### src/verilog/fts_defs.svh
// constants of the frame timestamp unit
// Operation
// tag every transmitted pair with timestamp and sequence
// capture microsecond time at frame arrival
// no latency correction, arrival instant only
// network pairs keep incoming timestamp and sequence
// time server mode counts microseconds since epoch
// free run from zero at reset
// external mode clears counter on sync
// signed timestamps, negative after later sync
// only rising sync edge clears counter
// pps input and trigger output exclusive
// sequence increments per local pair, wraps
// counter is 64-bit two's complement
`ifndef FTS_DEFS_SVH
`define FTS_DEFS_SVH
`define FTS_CLK_HZ     50000000
`define FTS_US_HZ      1000000
`define FTS_US_CYCLES  (`FTS_CLK_HZ / `FTS_US_HZ)
`define FTS_TS_W       64
`define FTS_SEQ_W      32
`define FTS_PRE_W      6
`define FTS_TS_RESET   64'h0000000000000000
`define FTS_SEQ_RESET  32'h00000000
`endif

### src/verilog/fts_pkg.sv
// types of the frame timestamp unit
`include "fts_defs.svh"
package fts_pkg;
    typedef enum logic [1:0] {SYNC_FREE, SYNC_SERVER, SYNC_PPS} sync_mode_e;
    typedef struct packed {
        logic signed [`FTS_TS_W-1:0] stamp;
        logic [`FTS_SEQ_W-1:0]       seq;
    } frame_tag_s;
endpackage : fts_pkg

### src/verilog/frame_timestamp_unit.sv
// microsecond clock and per-pair tagging
`timescale 1ns/1ps
`include "fts_defs.svh"
module frame_timestamp_unit (
    input  wire logic               CLK_SYS_IN,
    input  wire logic               RST_IN,
    input  wire logic [1:0]         SYNC_MODE_IN,
    input  wire logic               SERVER_LOAD_IN,
    input  wire logic signed [63:0] SERVER_TIME_IN,
    input  wire logic               SHARED_PIN_IN,
    input  wire logic               TRIG1_IN,
    output logic                    SHARED_PIN_OUT,
    output logic                    SHARED_PIN_OE_OUT,
    input  wire logic               FRAME_ARRIVE_IN,
    input  wire logic               PAIR_SEND_IN,
    input  wire logic               PAIR_FROM_NET_IN,
    input  wire fts_pkg::frame_tag_s NET_TAG_IN,
    output fts_pkg::frame_tag_s     TAG_OUT,
    output logic                    TAG_VALID_OUT,
    output logic signed [63:0]      TIME_OUT
);
    logic                    pin_s1_q, pin_s2_q, pin_s3_q;
    logic [`FTS_PRE_W-1:0]   pre_q;
    logic signed [63:0]      time_q, cap_q;
    logic [`FTS_SEQ_W-1:0]   seq_q;
    logic                    oe_q, trig_q;
    fts_pkg::frame_tag_s     tag_q;
    logic                    valid_q;

    // pps mode owns the pin, so trigger 1 drive is blocked
    wire pps_mode  = (SYNC_MODE_IN == 2'h2);
    wire sync_rise = pps_mode & pin_s2_q & ~pin_s3_q;
    wire us_tick   = (pre_q == `FTS_PRE_W'(`FTS_US_CYCLES - 1));
    wire srv_load  = (SYNC_MODE_IN == 2'h1) & SERVER_LOAD_IN;

    always_ff @(posedge CLK_SYS_IN or posedge RST_IN) begin
        if (RST_IN) begin
            pin_s1_q <= 1'b0;
            pin_s2_q <= 1'b0;
            pin_s3_q <= 1'b0;
        end else begin
            pin_s1_q <= SHARED_PIN_IN;
            pin_s2_q <= pin_s1_q;
            pin_s3_q <= pin_s2_q;
        end
    end

    // prescaler realigns on sync so the first microsecond is whole
    always_ff @(posedge CLK_SYS_IN or posedge RST_IN) begin
        if (RST_IN) begin
            pre_q  <= '0;
            time_q <= `FTS_TS_RESET;
        end else if (sync_rise) begin
            pre_q  <= '0;
            time_q <= `FTS_TS_RESET;
        end else if (srv_load) begin
            pre_q  <= '0;
            time_q <= SERVER_TIME_IN;
        end else begin
            pre_q  <= us_tick ? '0 : pre_q + 1'b1;
            time_q <= us_tick ? time_q + 64'sh1 : time_q;
        end
    end

    // capture at arrival; processing delay not subtracted
    always_ff @(posedge CLK_SYS_IN or posedge RST_IN) begin
        if (RST_IN) begin
            cap_q <= `FTS_TS_RESET;
        end else if (FRAME_ARRIVE_IN) begin
            cap_q <= sync_rise ? `FTS_TS_RESET : time_q;
        end else if (sync_rise) begin
            // keep capture relative to new epoch: goes negative
            cap_q <= cap_q - time_q;
        end
    end

    always_ff @(posedge CLK_SYS_IN or posedge RST_IN) begin
        if (RST_IN) begin
            seq_q   <= `FTS_SEQ_RESET;
            tag_q   <= '0;
            valid_q <= 1'b0;
        end else begin
            valid_q <= PAIR_SEND_IN;
            if (PAIR_SEND_IN && PAIR_FROM_NET_IN) begin
                tag_q <= NET_TAG_IN;
            end else if (PAIR_SEND_IN) begin
                tag_q.stamp <= cap_q;
                tag_q.seq   <= seq_q;
                seq_q       <= seq_q + 1'b1;
            end
        end
    end

    always_ff @(posedge CLK_SYS_IN or posedge RST_IN) begin
        if (RST_IN) begin
            oe_q   <= 1'b0;
            trig_q <= 1'b0;
        end else begin
            oe_q   <= ~pps_mode;
            trig_q <= TRIG1_IN & ~pps_mode;
        end
    end

    assign SHARED_PIN_OUT    = trig_q;
    assign SHARED_PIN_OE_OUT = oe_q;
    assign TAG_OUT           = tag_q;
    assign TAG_VALID_OUT     = valid_q;
    assign TIME_OUT          = time_q;
endmodule : frame_timestamp_unit

### config.mk
export PLATFORM = sky130hd
export DESIGN_NAME = frame_timestamp_unit
export DESIGN_NICKNAME = d
export VERILOG_FILES = /design/src/verilog/fts_pkg.sv /design/src/verilog/frame_timestamp_unit.sv
export VERILOG_INCLUDE_DIRS = /design/src /design/src/verilog
export SDC_FILE = /design/constraint.sdc
export NUM_CORES = 1
export LEC_CHECK = 0
export ABC_AREA = 1
export BUFFER_PORTS_ARGS = -buffer_cell sky130_fd_sc_hd__buf_2
export CORE_MARGIN = 1
export CORE_UTILIZATION = 40
export DETAILED_ROUTE_END_ITERATION = 8
export MAX_ROUTING_LAYER = met4
export PLACE_DENSITY_LB_ADDON = 0.25
export SYNTH_ARGS = -nofsm -noshare
export SYNTH_HDL_FRONTEND = slang
export SYNTH_SLANG_ARGS = --single-unit
### constraint.sdc
create_clock -name CLK_SYS_IN -period 11 [get_ports CLK_SYS_IN]
set_input_delay 1.1 -clock CLK_SYS_IN [delete_from_list [all_inputs] [get_ports CLK_SYS_IN]]
set_output_delay 1.1 -clock CLK_SYS_IN [all_outputs]
set_load 0.05 [all_outputs]
==> impl_metrics.yaml, run 1 <==
cells_and_area:
  ff_latch_area_um2: 6710
  layout_common_cells: "nand2_1 (1,073), inv_1 (419), buf_2 (332)"
  nNetsFinal: 3579
  final_common_cell: "nand2_1"
  drive_above_1_share: 0.147
  multi_input_area_um2: 10700
  layout.cells.non_filler: 3976
  nFillCells: 5075
  antenna_cells: 0
  area_delta_synth_final_pct: 17.1
pwr:
  power_density_nw_per_um2: 279
  peakVddDrop_mv: 0.121
  p_leak_uw: 0.0124
  power_uw: 6360
floorplan:
  initial_core_util: 0.406
  coreArea_um2: 47800
  die-area_um2: 49500
  die_w_um: 222
  die_h_um: 222
  rows: 80
  io_pins: 333
critical_path:
  crit_type: "primary input to flip-flop"
  r2r-start: "TIME_OUT[33]$_DFFE_PP0P_"
  cp-end-kind: "flip-flop"
  r2r_slack_ns: 7.90
  cp-start-kind: "primary input"
  cp.arrival_ns: 3.65
  worst_ep_required_time_ns: 11.42
  worst_r2r_path_depth: 12
  worstPathMaxFanout: 104
  rr_endpoint: "cap_q[51]$_DFFE_PP0P_"
global_route:
  grt_pass1_vias: 19300
  grt_start_max_net_pins: 105
  grt_overflow: 0
  antenna_found_initial: 0
  grt_pass1_wl_um: 115000
  gr-usage-all-layers: 0.313
detailed_routing:
  via_count: 20900
  vias_per_cell: 5.24
  dr.pass1.iters: 6
  detail_route.iter0.violations: 1983
  wl_per_cell_um: 19.0
  routed_wl_um: 75700
  ant_nets: 0
  drc: 0
cts:
  htreeDepth: 2
  cts-buffers-inserted: 34
  postCtsHoldBufs: 0
  clk_latency_ns: 0.55
  clock-root-buffer: "clkbuf_16"
  clockBufferDepth: 3
  postCtsSetupBuffers: 0
  clk_pin_slew_ns: 0.05
  post_cts_resized: 0
  clock-sinks: 268
  cts_tree: "yes"
sta:
  setup-violations-final: 0
  holdWs_ns: 0.355
  rsz0062_at_grt: "false"
  min_period_ns: 3.23
  tightestPinTransition_ns: 1.08
  fin_skew_ns: 0.0240
  fmax_mhz: 310
  tns_ns: 0
  slew_headroom: 0.282
  drv_slew: 0
  period_share: 0.294
  final-hold-violation-count: 0
synthesis:
  syn_area_um2: 19400
  syn_area_per_cell_um2: 6.38
  synth_seq_area_share: 0.345
  synth_cell_types: 45
  synthCells: 3043
  ys_ff_latch: 268
  syn-num-nets: 3281
  yosysWarnings: 0
min_path:
  min_to: "pin_s2_q$_DFF_PP0_"
  hold_path.class: "flip-flop to flip-flop"
  min_from: "pin_s1_q$_DFF_PP0_"
  whs_path_depth: 0
placement:
  hpwl_um: 59300
  dp.cells: 3920
  place_congestion: 1.01
  port_buffers: 332
job:
  max_cap_violations: 0
outcome:
  status: "finished, final reports clean"
[worst max-delay path by stage]
| stage | slack, ns | startpoint | endpoint | cells past startpoint |
|---|---|---|---|---|
| after detailed placement | 7.25 | SYNC_MODE_IN[1] | TIME_OUT[23]$_DFFE_PP0P_ | 10 |
| final | 7.77 | SYNC_MODE_IN[1] | TIME_OUT[23]$_DFFE_PP0P_ | 10 |
| after floorplan | 2.52 | RST_IN | SHARED_PIN_OE_OUT$_DFF_PP0_ | 1 |
| after CTS | 7.82 | SYNC_MODE_IN[1] | TIME_OUT[23]$_DFFE_PP0P_ | 10 |
| after global placement | 7.27 | SYNC_MODE_IN[0] | TIME_OUT[43]$_DFFE_PP0P_ | 11 |
| after global routing | 7.57 | SYNC_MODE_IN[0] | TIME_OUT[23]$_DFFE_PP0P_ | 11 |
[Yosys cell counts, drive strengths merged]
library cell | count | area share
buf | 29 | 0.0065
nand2 | 1086 | 0.21
fa | 1 | 0.0010
clkinv | 2 | 0.00039
nand3b | 7 | 0.0027
or2 | 21 | 0.0068
and3 | 2 | 0.00064
xnor2 | 9 | 0.0041
clkbuf | 53 | 0.011
o22ai | 19 | 0.0061
nor2 | 307 | 0.065
o32ai | 1 | 0.00045
nor3 | 54 | 0.017
a21oi | 125 | 0.032
xor2 | 38 | 0.017
a21boi | 1 | 0.00039
o21a | 1 | 0.00039
o22a | 2 | 0.00090
o21bai | 2 | 0.00077
ha | 67 | 0.043
nand3 | 264 | 0.070
nor4 | 9 | 0.0040
o211ai | 32 | 0.012
nor3b | 2 | 0.00077
nand4 | 37 | 0.013
o21ai | 160 | 0.041
inv | 443 | 0.086
o221ai | 1 | 0.00045
dfrtp | 268 | 0.35
[cells by family after synthesis]
group | after synthesis | synth area share
buffers and inverters | 527 | 0.103
adder cells (fa/ha/maj) | 68 | 0.0442
AO/OA/AOI/OAI | 344 | 0.0952
AND/OR/NAND/NOR | 1789 | 0.391
XOR/XNOR | 47 | 0.0212
flip-flops | 268 | 0.345
[final cells by class]
class,instances,area share
multi-input cells,2248,0.471
flip-flops and latches,268,0.295
well taps,615,0.0338
repair buffers,344,0.0770
clock inverters,7,0.00533
clock buffers,49,0.0443
inverters,445,0.0738
[power breakdown]
group | switching, uW | internal, uW
logic | 2540 | 1020
clock network | 458 | 705
registers | 381 | 1250
[layer usage]
| metal | global-route usage | up-vias | routed length (um) |
|---|---|---|---|
| met1 | 0.464 | 9596 | 36800 |
| met3 | 0.0323 | 121 | 5610 |
| met2 | 0.445 | 902 | 31200 |
| met5 | - | - | 0 |
| met4 | 0.0932 | 0 | 2140 |
| li1 | - | 10200 | - |
[critical path, cell delays in order]
cell      delay (ns)
buf_2           0.12
nor2_2          0.09
buf_4           0.31
inv_2           0.04
buf_4           0.41
nand3_2         0.21
buf_4           0.58
clkinv_1        0.48
nand2_1         0.17
nand2_1         0.07
[sequential cells by signal (all words and copies together) (netlist names)]
| name | cells |
|---|---|
| pin_s1_q | 1 |
| pre_q | 6 |
| TIME_OUT | 64 |
| pin_s2_q | 1 |
| TAG_VALID_OUT | 1 |
| seq_q | 32 |
| cap_q | 64 |
| pin_s3_q | 1 |
| TAG_OUT | 96 |
| SHARED_PIN_OUT | 1 |
| SHARED_PIN_OE_OUT | 1 |
[per-stage QoR]
stage	area [um^2]	util	worst slack [ns]
after floorplan	19400	-	2.52
after global placement	21600	0.452	7.27
after detailed placement	21600	0.452	7.25
after CTS	22800	0.476	7.82
after global routing	22800	0.476	7.57
final	22800	0.476	7.77
No activity file was read; power rests on OpenSTA's default activity.
==> inputs of run 2 (changes only) <==
==> constraint.sdc (replaced) <==
create_clock -name CLK_SYS_IN -period 3 [get_ports CLK_SYS_IN]
set_input_delay 0.3 -clock CLK_SYS_IN [delete_from_list [all_inputs] [get_ports CLK_SYS_IN]]
set_output_delay 0.3 -clock CLK_SYS_IN [all_outputs]
set_load 0.05 [all_outputs]
==> run 2 against run 1 <==
  * Count of clock-buffer cells in the layout up 4
  * Via count up 5.1%
  * Critical path depth up 2
  * Global-route usage up 2.1 points
  * Cell count up 4.0%
  * Register-to-register slack worse by 7.7 ns
  * Sequential power rose to 3.5 times the previous value
  * Critical endpoint is now cap_q[55]$_DFFE_PP0P_
  * Highest routed layer unchanged
==> impl_metrics.yaml, run 2 (synthesized netlist as in run 1, its figures left out) <==
detailed_routing:
  drc: 0
  dr.pass1.iters: 6
  detail_route.iter0.violations: 2229
  wl_per_cell_um: 19.6
  ant_nets: 0
  vias_per_cell: 5.30
  via_count: 21900
  routed_wl_um: 80900
cells_and_area:
  area_delta_synth_final_pct: 25.3
  drive_above_1_share: 0.156
  post-route-util: 0.509
  stdcell_area_um2: 24300
  final_common_cell: "nand2_1"
  layout.cells.non_filler: 4137
  multi_input_area_um2: 10700
  layout_common_cells: "nand2_1 (1,072), inv_1 (419), buf_2 (332)"
  nNetsFinal: 3733
  nFillCells: 4959
  ff_latch_area_um2: 6710
  largest_register_ffs: 96
critical_path:
  cp-start-kind: "flip-flop"
  crit_type: "flip-flop to flip-flop"
  worst_r2r_path_depth: 12
  critPathCapture: "cap_q[55]$_DFFE_PP0P_"
  r2r_slack_ns: 0.16
  cp.arrival_ns: 3.31
  worstPathMaxFanout: 5
  worst_ep_required_time_ns: 3.47
  startpoint: "TIME_OUT[31]$_DFFE_PP0P_"
  cp-end-kind: "flip-flop"
  rr_endpoint: "cap_q[55]$_DFFE_PP0P_"
  r2r-start: "TIME_OUT[31]$_DFFE_PP0P_"
pwr:
  power_density_nw_per_um2: 984
  switching_share: 0.523
  power.switching_uw: 12500
  internal-power_uw: 11400
  power_uw: 23900
  peakVddDrop_mv: 0.572
  power_frac_comb: 0.570
  pwr-share-clk: 0.191
  p_seq_frac: 0.239
  p_leak_uw: 0.0132
sta:
  final-hold-violation-count: 0
  tightestPinTransition_ns: 1.09
  rsz0062_at_grt: "false"
  period_share: 0.945
  tns_ns: 0
  fmax_mhz: 353
  setup-violations-final: 0
  min_period_ns: 2.84
  fin_skew_ns: 0.0311
  drv_slew: 0
  slew_headroom: 0.276
placement:
  place_congestion: 1.03
  dp.cells: 3971
  port_buffers: 332
  dpl_cell_area_um2: 22100
  hpwl_um: 62000
floorplan:
  coreArea_um2: 47800
  die-area_um2: 49500
  io_pins: 333
  die_w_um: 222
  rows: 80
  initial_core_util: 0.406
  die_h_um: 222
global_route:
  grt_overflow: 0
  gr-usage-all-layers: 0.333
  grt_start_max_net_pins: 104
  antenna_found_initial: 1
  grt_pass1_vias: 20400
  grt_pass1_wl_um: 122000
cts:
  clockBufferDepth: 3
  clock-root-buffer: "clkbuf_16"
  postCtsSetupBuffers: 0
  clock-sinks: 268
  cts_tree: "yes"
  clk_latency_ns: 0.56
  htreeDepth: 2
  clk_pin_slew_ns: 0.06
  cts-buffers-inserted: 35
job:
  max_cap_violations: 0
min_path:
  hold_path.class: "primary input to flip-flop"
outcome:
  status: "finished, final reports clean"
[run 2: changes by cell type in the layout (fill, tap and decap cells not counted), moves of 2 or more]
cell and delta:
buf_4 +45, clkbuf_16 +2, buf_12 +6, clkinvlp_4 +2, nand2_2 +2, clkbuf_1 +2
dlygate4sd3_1 +102
[run 2: metal layers]
layer | track usage | vias up | share of wire
met5 | - | - | 0
met4 | 0.121 | 0 | 0.035
met3 | 0.0414 | 126 | 0.084
met2 | 0.481 | 1048 | 0.42
met1 | 0.476 | 10200 | 0.46
li1 | - | 10500 | -
[run 2: power groups by stage]
| stage | logic (uW) | clock network, uW | registers [uW] |
|---|---|---|---|
| 2_1_floorplan | 7560 | 0 | 7060 |
| 3_3_place_gp | 13200 | 0 | 5710 |
| 3_5_place_dp | 13200 | 0 | 5730 |
| 4_1_cts | 13400 | 4650 | 5680 |
| 5_1_grt | 15000 | 4790 | 5830 |
| 6_report | 13600 | 4570 | 5720 |
[run 2: worst min path at each step]
| stage | start | endpoint | slack (ns) | cells past startpoint |
|---|---|---|---|---|
| floorplan | pin_s1_q$_DFF_PP0_ | pin_s2_q$_DFF_PP0_ | 0.33 | 0 |
| global placement | RST_IN | TAG_OUT[34]$_DFFE_PP0P_ | 0.23 | 2 |
| detailed placement | RST_IN | TAG_OUT[49]$_DFFE_PP0P_ | 0.24 | 2 |
| CTS | NET_TAG_IN[23] | TAG_OUT[23]$_DFFE_PP0P_ | 0.0005 | 3 |
| global route | NET_TAG_IN[23] | TAG_OUT[23]$_DFFE_PP0P_ | 0.02 | 3 |
| finish | NET_TAG_IN[23] | TAG_OUT[23]$_DFFE_PP0P_ | 0.01 | 3 |
[run 2: worst max-delay path, stage by stage, from the launching register on]
cell and delay, ns:
dfrtp_1 0.47, inv_1 0.19, ha_1 0.40, nand2_1 0.14, nor2_1 0.16, inv_1 0.08
nor2_1 0.36, nand2_1 0.23, nor2_1 0.15, nand2_1 0.08, nand4_1 0.10, nand3_1 0.20
a21oi_1 0.20
[run 2: stage by stage]
step | hold WS, ns | setup slack (ns)
after floorplan | 0.331 | -0.839
after global placement | 0.233 | 0.219
after detailed placement | 0.237 | 0.232
after CTS | 0.000455 | 0.211
after global routing | 0.0233 | 0.101
final | 0.0134 | 0.164
[run 2: final cells by class]
class / instances / area share
clock buffer: 53 / 0.0438
antenna: 1 / 0.000103
tap: 615 / 0.0316
inverter: 445 / 0.0688
sequential: 268 / 0.276
clock inverter: 10 / 0.00674
timing repair buffer: 497 / 0.133
multi-input combinational: 2248 / 0.441
[run 2: what timing repair did]
item                                    CTS  global route
resized for setup                         0             1
endpoints found under the setup margin    0             1
hold endpoints to repair                165             0
hold buffers                            102             0
==> inputs of run 3 (changes only) <==
--- a/config.mk
+++ b/config.mk
@@ -7,10 +7,10 @@
 export NUM_CORES = 1
 export LEC_CHECK = 0
 export ABC_AREA = 1
-export BUFFER_PORTS_ARGS = -buffer_cell sky130_fd_sc_hd__buf_2
 export CORE_MARGIN = 1
 export CORE_UTILIZATION = 40
 export DETAILED_ROUTE_END_ITERATION = 8
+export DONT_BUFFER_PORTS = 1
 export MAX_ROUTING_LAYER = met4
 export PLACE_DENSITY_LB_ADDON = 0.25
 export SYNTH_ARGS = -nofsm -noshare
==> run 3 against run 2 <==
  * Sequential power rose by 15%
  * First-iteration DRC count decreased by 7.1%
  * Worst setup slack improved by 0.17 ns
  * Worst hold slack better by 0.0025 ns
  * Power down 1.1%
  * Register-to-register slack improved by 0.17 ns
  * Via count decreased by 2.8%
  * Maximum frequency is 6.5% higher
  * Flip-flop and latch count is the same
  * Combinational power is 7% lower
  * Critical path depth grew 5
  * Largest power group unchanged
  * Highest routed layer unchanged
==> impl_metrics.yaml, run 3 (synthesized netlist as in run 1, its figures left out) <==
outcome:
  status: "finished, final reports clean"
detailed_routing:
  dr.pass1.iters: 6
  vias_per_cell: 5.48
  detail_route.iter0.violations: 2070
  wl_per_cell_um: 21.1
  routed_wl_um: 82100
  drc: 0
  via_count: 21300
  ant_nets: 0
cells_and_area:
  area_delta_synth_final_pct: 20.2
  final_common_cell: "nand2_1"
  layout.cells.non_filler: 3886
  nNetsFinal: 3483
  stdcell_area_um2: 23400
  multi_input_area_um2: 10700
  layout_common_cells: "nand2_1 (1,073), inv_1 (419), nor2_1 (286)"
  largest_register_ffs: 96
  ff_latch_area_um2: 6710
  drive_above_1_share: 0.0792
  nFillCells: 4889
pwr:
  p_leak_uw: 0.0121
  power_density_nw_per_um2: 1010
  power.switching_uw: 12600
  pwr-share-clk: 0.185
  switching_share: 0.531
  internal-power_uw: 11100
  peakVddDrop_mv: 0.429
  power_frac_comb: 0.538
  p_seq_frac: 0.277
sta:
  fin_skew_ns: 0.0310
  final-hold-violation-count: 0
  fmax_mhz: 375
  drv_slew: 0
  slew_headroom: 0.289
  rsz0062_at_grt: "false"
  tightestPinTransition_ns: 1.07
  period_share: 0.888
  holdWs_ns: 0.0159
  setup-violations-final: 0
  min_period_ns: 2.66
global_route:
  grt_pass1_vias: 20300
  grt_pass1_wl_um: 124000
  antenna_found_initial: 2
  grt_overflow: 0
  gr-usage-all-layers: 0.340
  grt_start_max_net_pins: 104
critical_path:
  slowest_stage: "fa_1"
  worstPathMaxFanout: 5
  cp-end-kind: "flip-flop"
  crit_type: "flip-flop to flip-flop"
  cp-start-kind: "flip-flop"
  worst_ep_required_time_ns: 3.43
  cpPeakStageDelay_ns: 0.37
  path_cells: "inv_1 > ha_1 > fa_1 > inv_1 > nand3_1 > nand2_1 > nand2_1 > nand2_1 > nand2_1 > nand2_1 > nand2_1 > nand2_1 > nand2_1 > nand2_1 > nand2_1 > nand3_1 > a21oi_1"
  cp.arrival_ns: 3.10
  cp_common_cell: "nand2_1"
cts:
  clock-sinks: 268
  postCtsSetupBuffers: 0
  postCtsHoldBufs: 141
  clockBufferDepth: 3
  clock-root-buffer: "clkbuf_16"
  htreeDepth: 2
  clk_latency_ns: 0.56
  clk_pin_slew_ns: 0.06
  cts-buffers-inserted: 35
  cts_tree: "yes"
  post_cts_resized: 0
job:
  max_cap_violations: 0
floorplan:
  coreArea_um2: 47800
  rows: 80
  initial_core_util: 0.406
  io_pins: 333
  die-area_um2: 49500
  die_w_um: 222
  die_h_um: 222
placement:
  hpwl_um: 64000
  dp.cells: 3682
  dpl_cell_area_um2: 20800
  place_congestion: 1.01
  port_buffers: 0
min_path:
  hold_path.class: "primary input to flip-flop"
## run 3: worst paths after layout
kind                                             to  depth (start not counted)  slack, ns                 start
min in group asynchronous   TAG_OUT[40]$_DFFE_PP0P_                          2       0.50                RST_IN
max reg2reg                   cap_q[62]$_DFFE_PP0P_                         17       0.34  cap_q[0]$_DFFE_PP0P_
min reg2reg                      pin_s2_q$_DFF_PP0_                          0       0.36    pin_s1_q$_DFF_PP0_
max in group asynchronous  TIME_OUT[54]$_DFFE_PP0P_                          3       1.67                RST_IN
min                        TIME_OUT[43]$_DFFE_PP0P_                          2       0.02    SERVER_TIME_IN[43]
max                           cap_q[62]$_DFFE_PP0P_                         17       0.34  cap_q[0]$_DFFE_PP0P_
## run 3: final cells by class
cell class | count | area share
repair buffers | 247 | 0.0988
multi-input cells | 2248 | 0.459
well taps | 615 | 0.0330
clock inverters | 12 | 0.00638
inverters | 445 | 0.0717
flip-flops and latches | 268 | 0.287
clock buffers | 49 | 0.0437
diodes | 2 | 0.000214
## run 3: layer usage
layer / GRT usage / vias up / share of wire
met5: - / - / 0
met4: 0.105 / 0 / 0.033
met3: 0.0624 / 146 / 0.093
met2: 0.493 / 1061 / 0.42
met1: 0.477 / 10100 / 0.45
li1: - / 10000 / -
## run 3: critical path: cells and delay by family, from the launching register on
| family | cells | cell delay, ns |
|---|---|---|
| simple gates | 12 | 1.25 |
| fa+ha+maj | 2 | 0.64 |
| flops | 1 | 0.35 |
| buf+inv | 2 | 0.27 |
| compound gates | 1 | 0.06 |
## run 3: power by group through the flow
stage,Sequential (uW),Combinational [uW],Clock (uW)
floorplan,7060,7560,0
global placement,6560,12200,0
detailed placement,6590,12200,0
CTS,6530,12400,4450
global route,6660,14000,4600
finish,6570,12700,4380
## run 3: through the flow
stage          utilization  total power [uW]  TNS (ns)  setup WS, ns
2_1_floorplan            -             14600   -224.98        -0.839
3_3_place_gp         0.434             18700         0         0.396
3_5_place_dp         0.434             18800         0         0.337
4_1_cts              0.488             23400         0         0.340
5_1_grt              0.488             25300         0        0.0924
6_report             0.488             23700         0         0.337
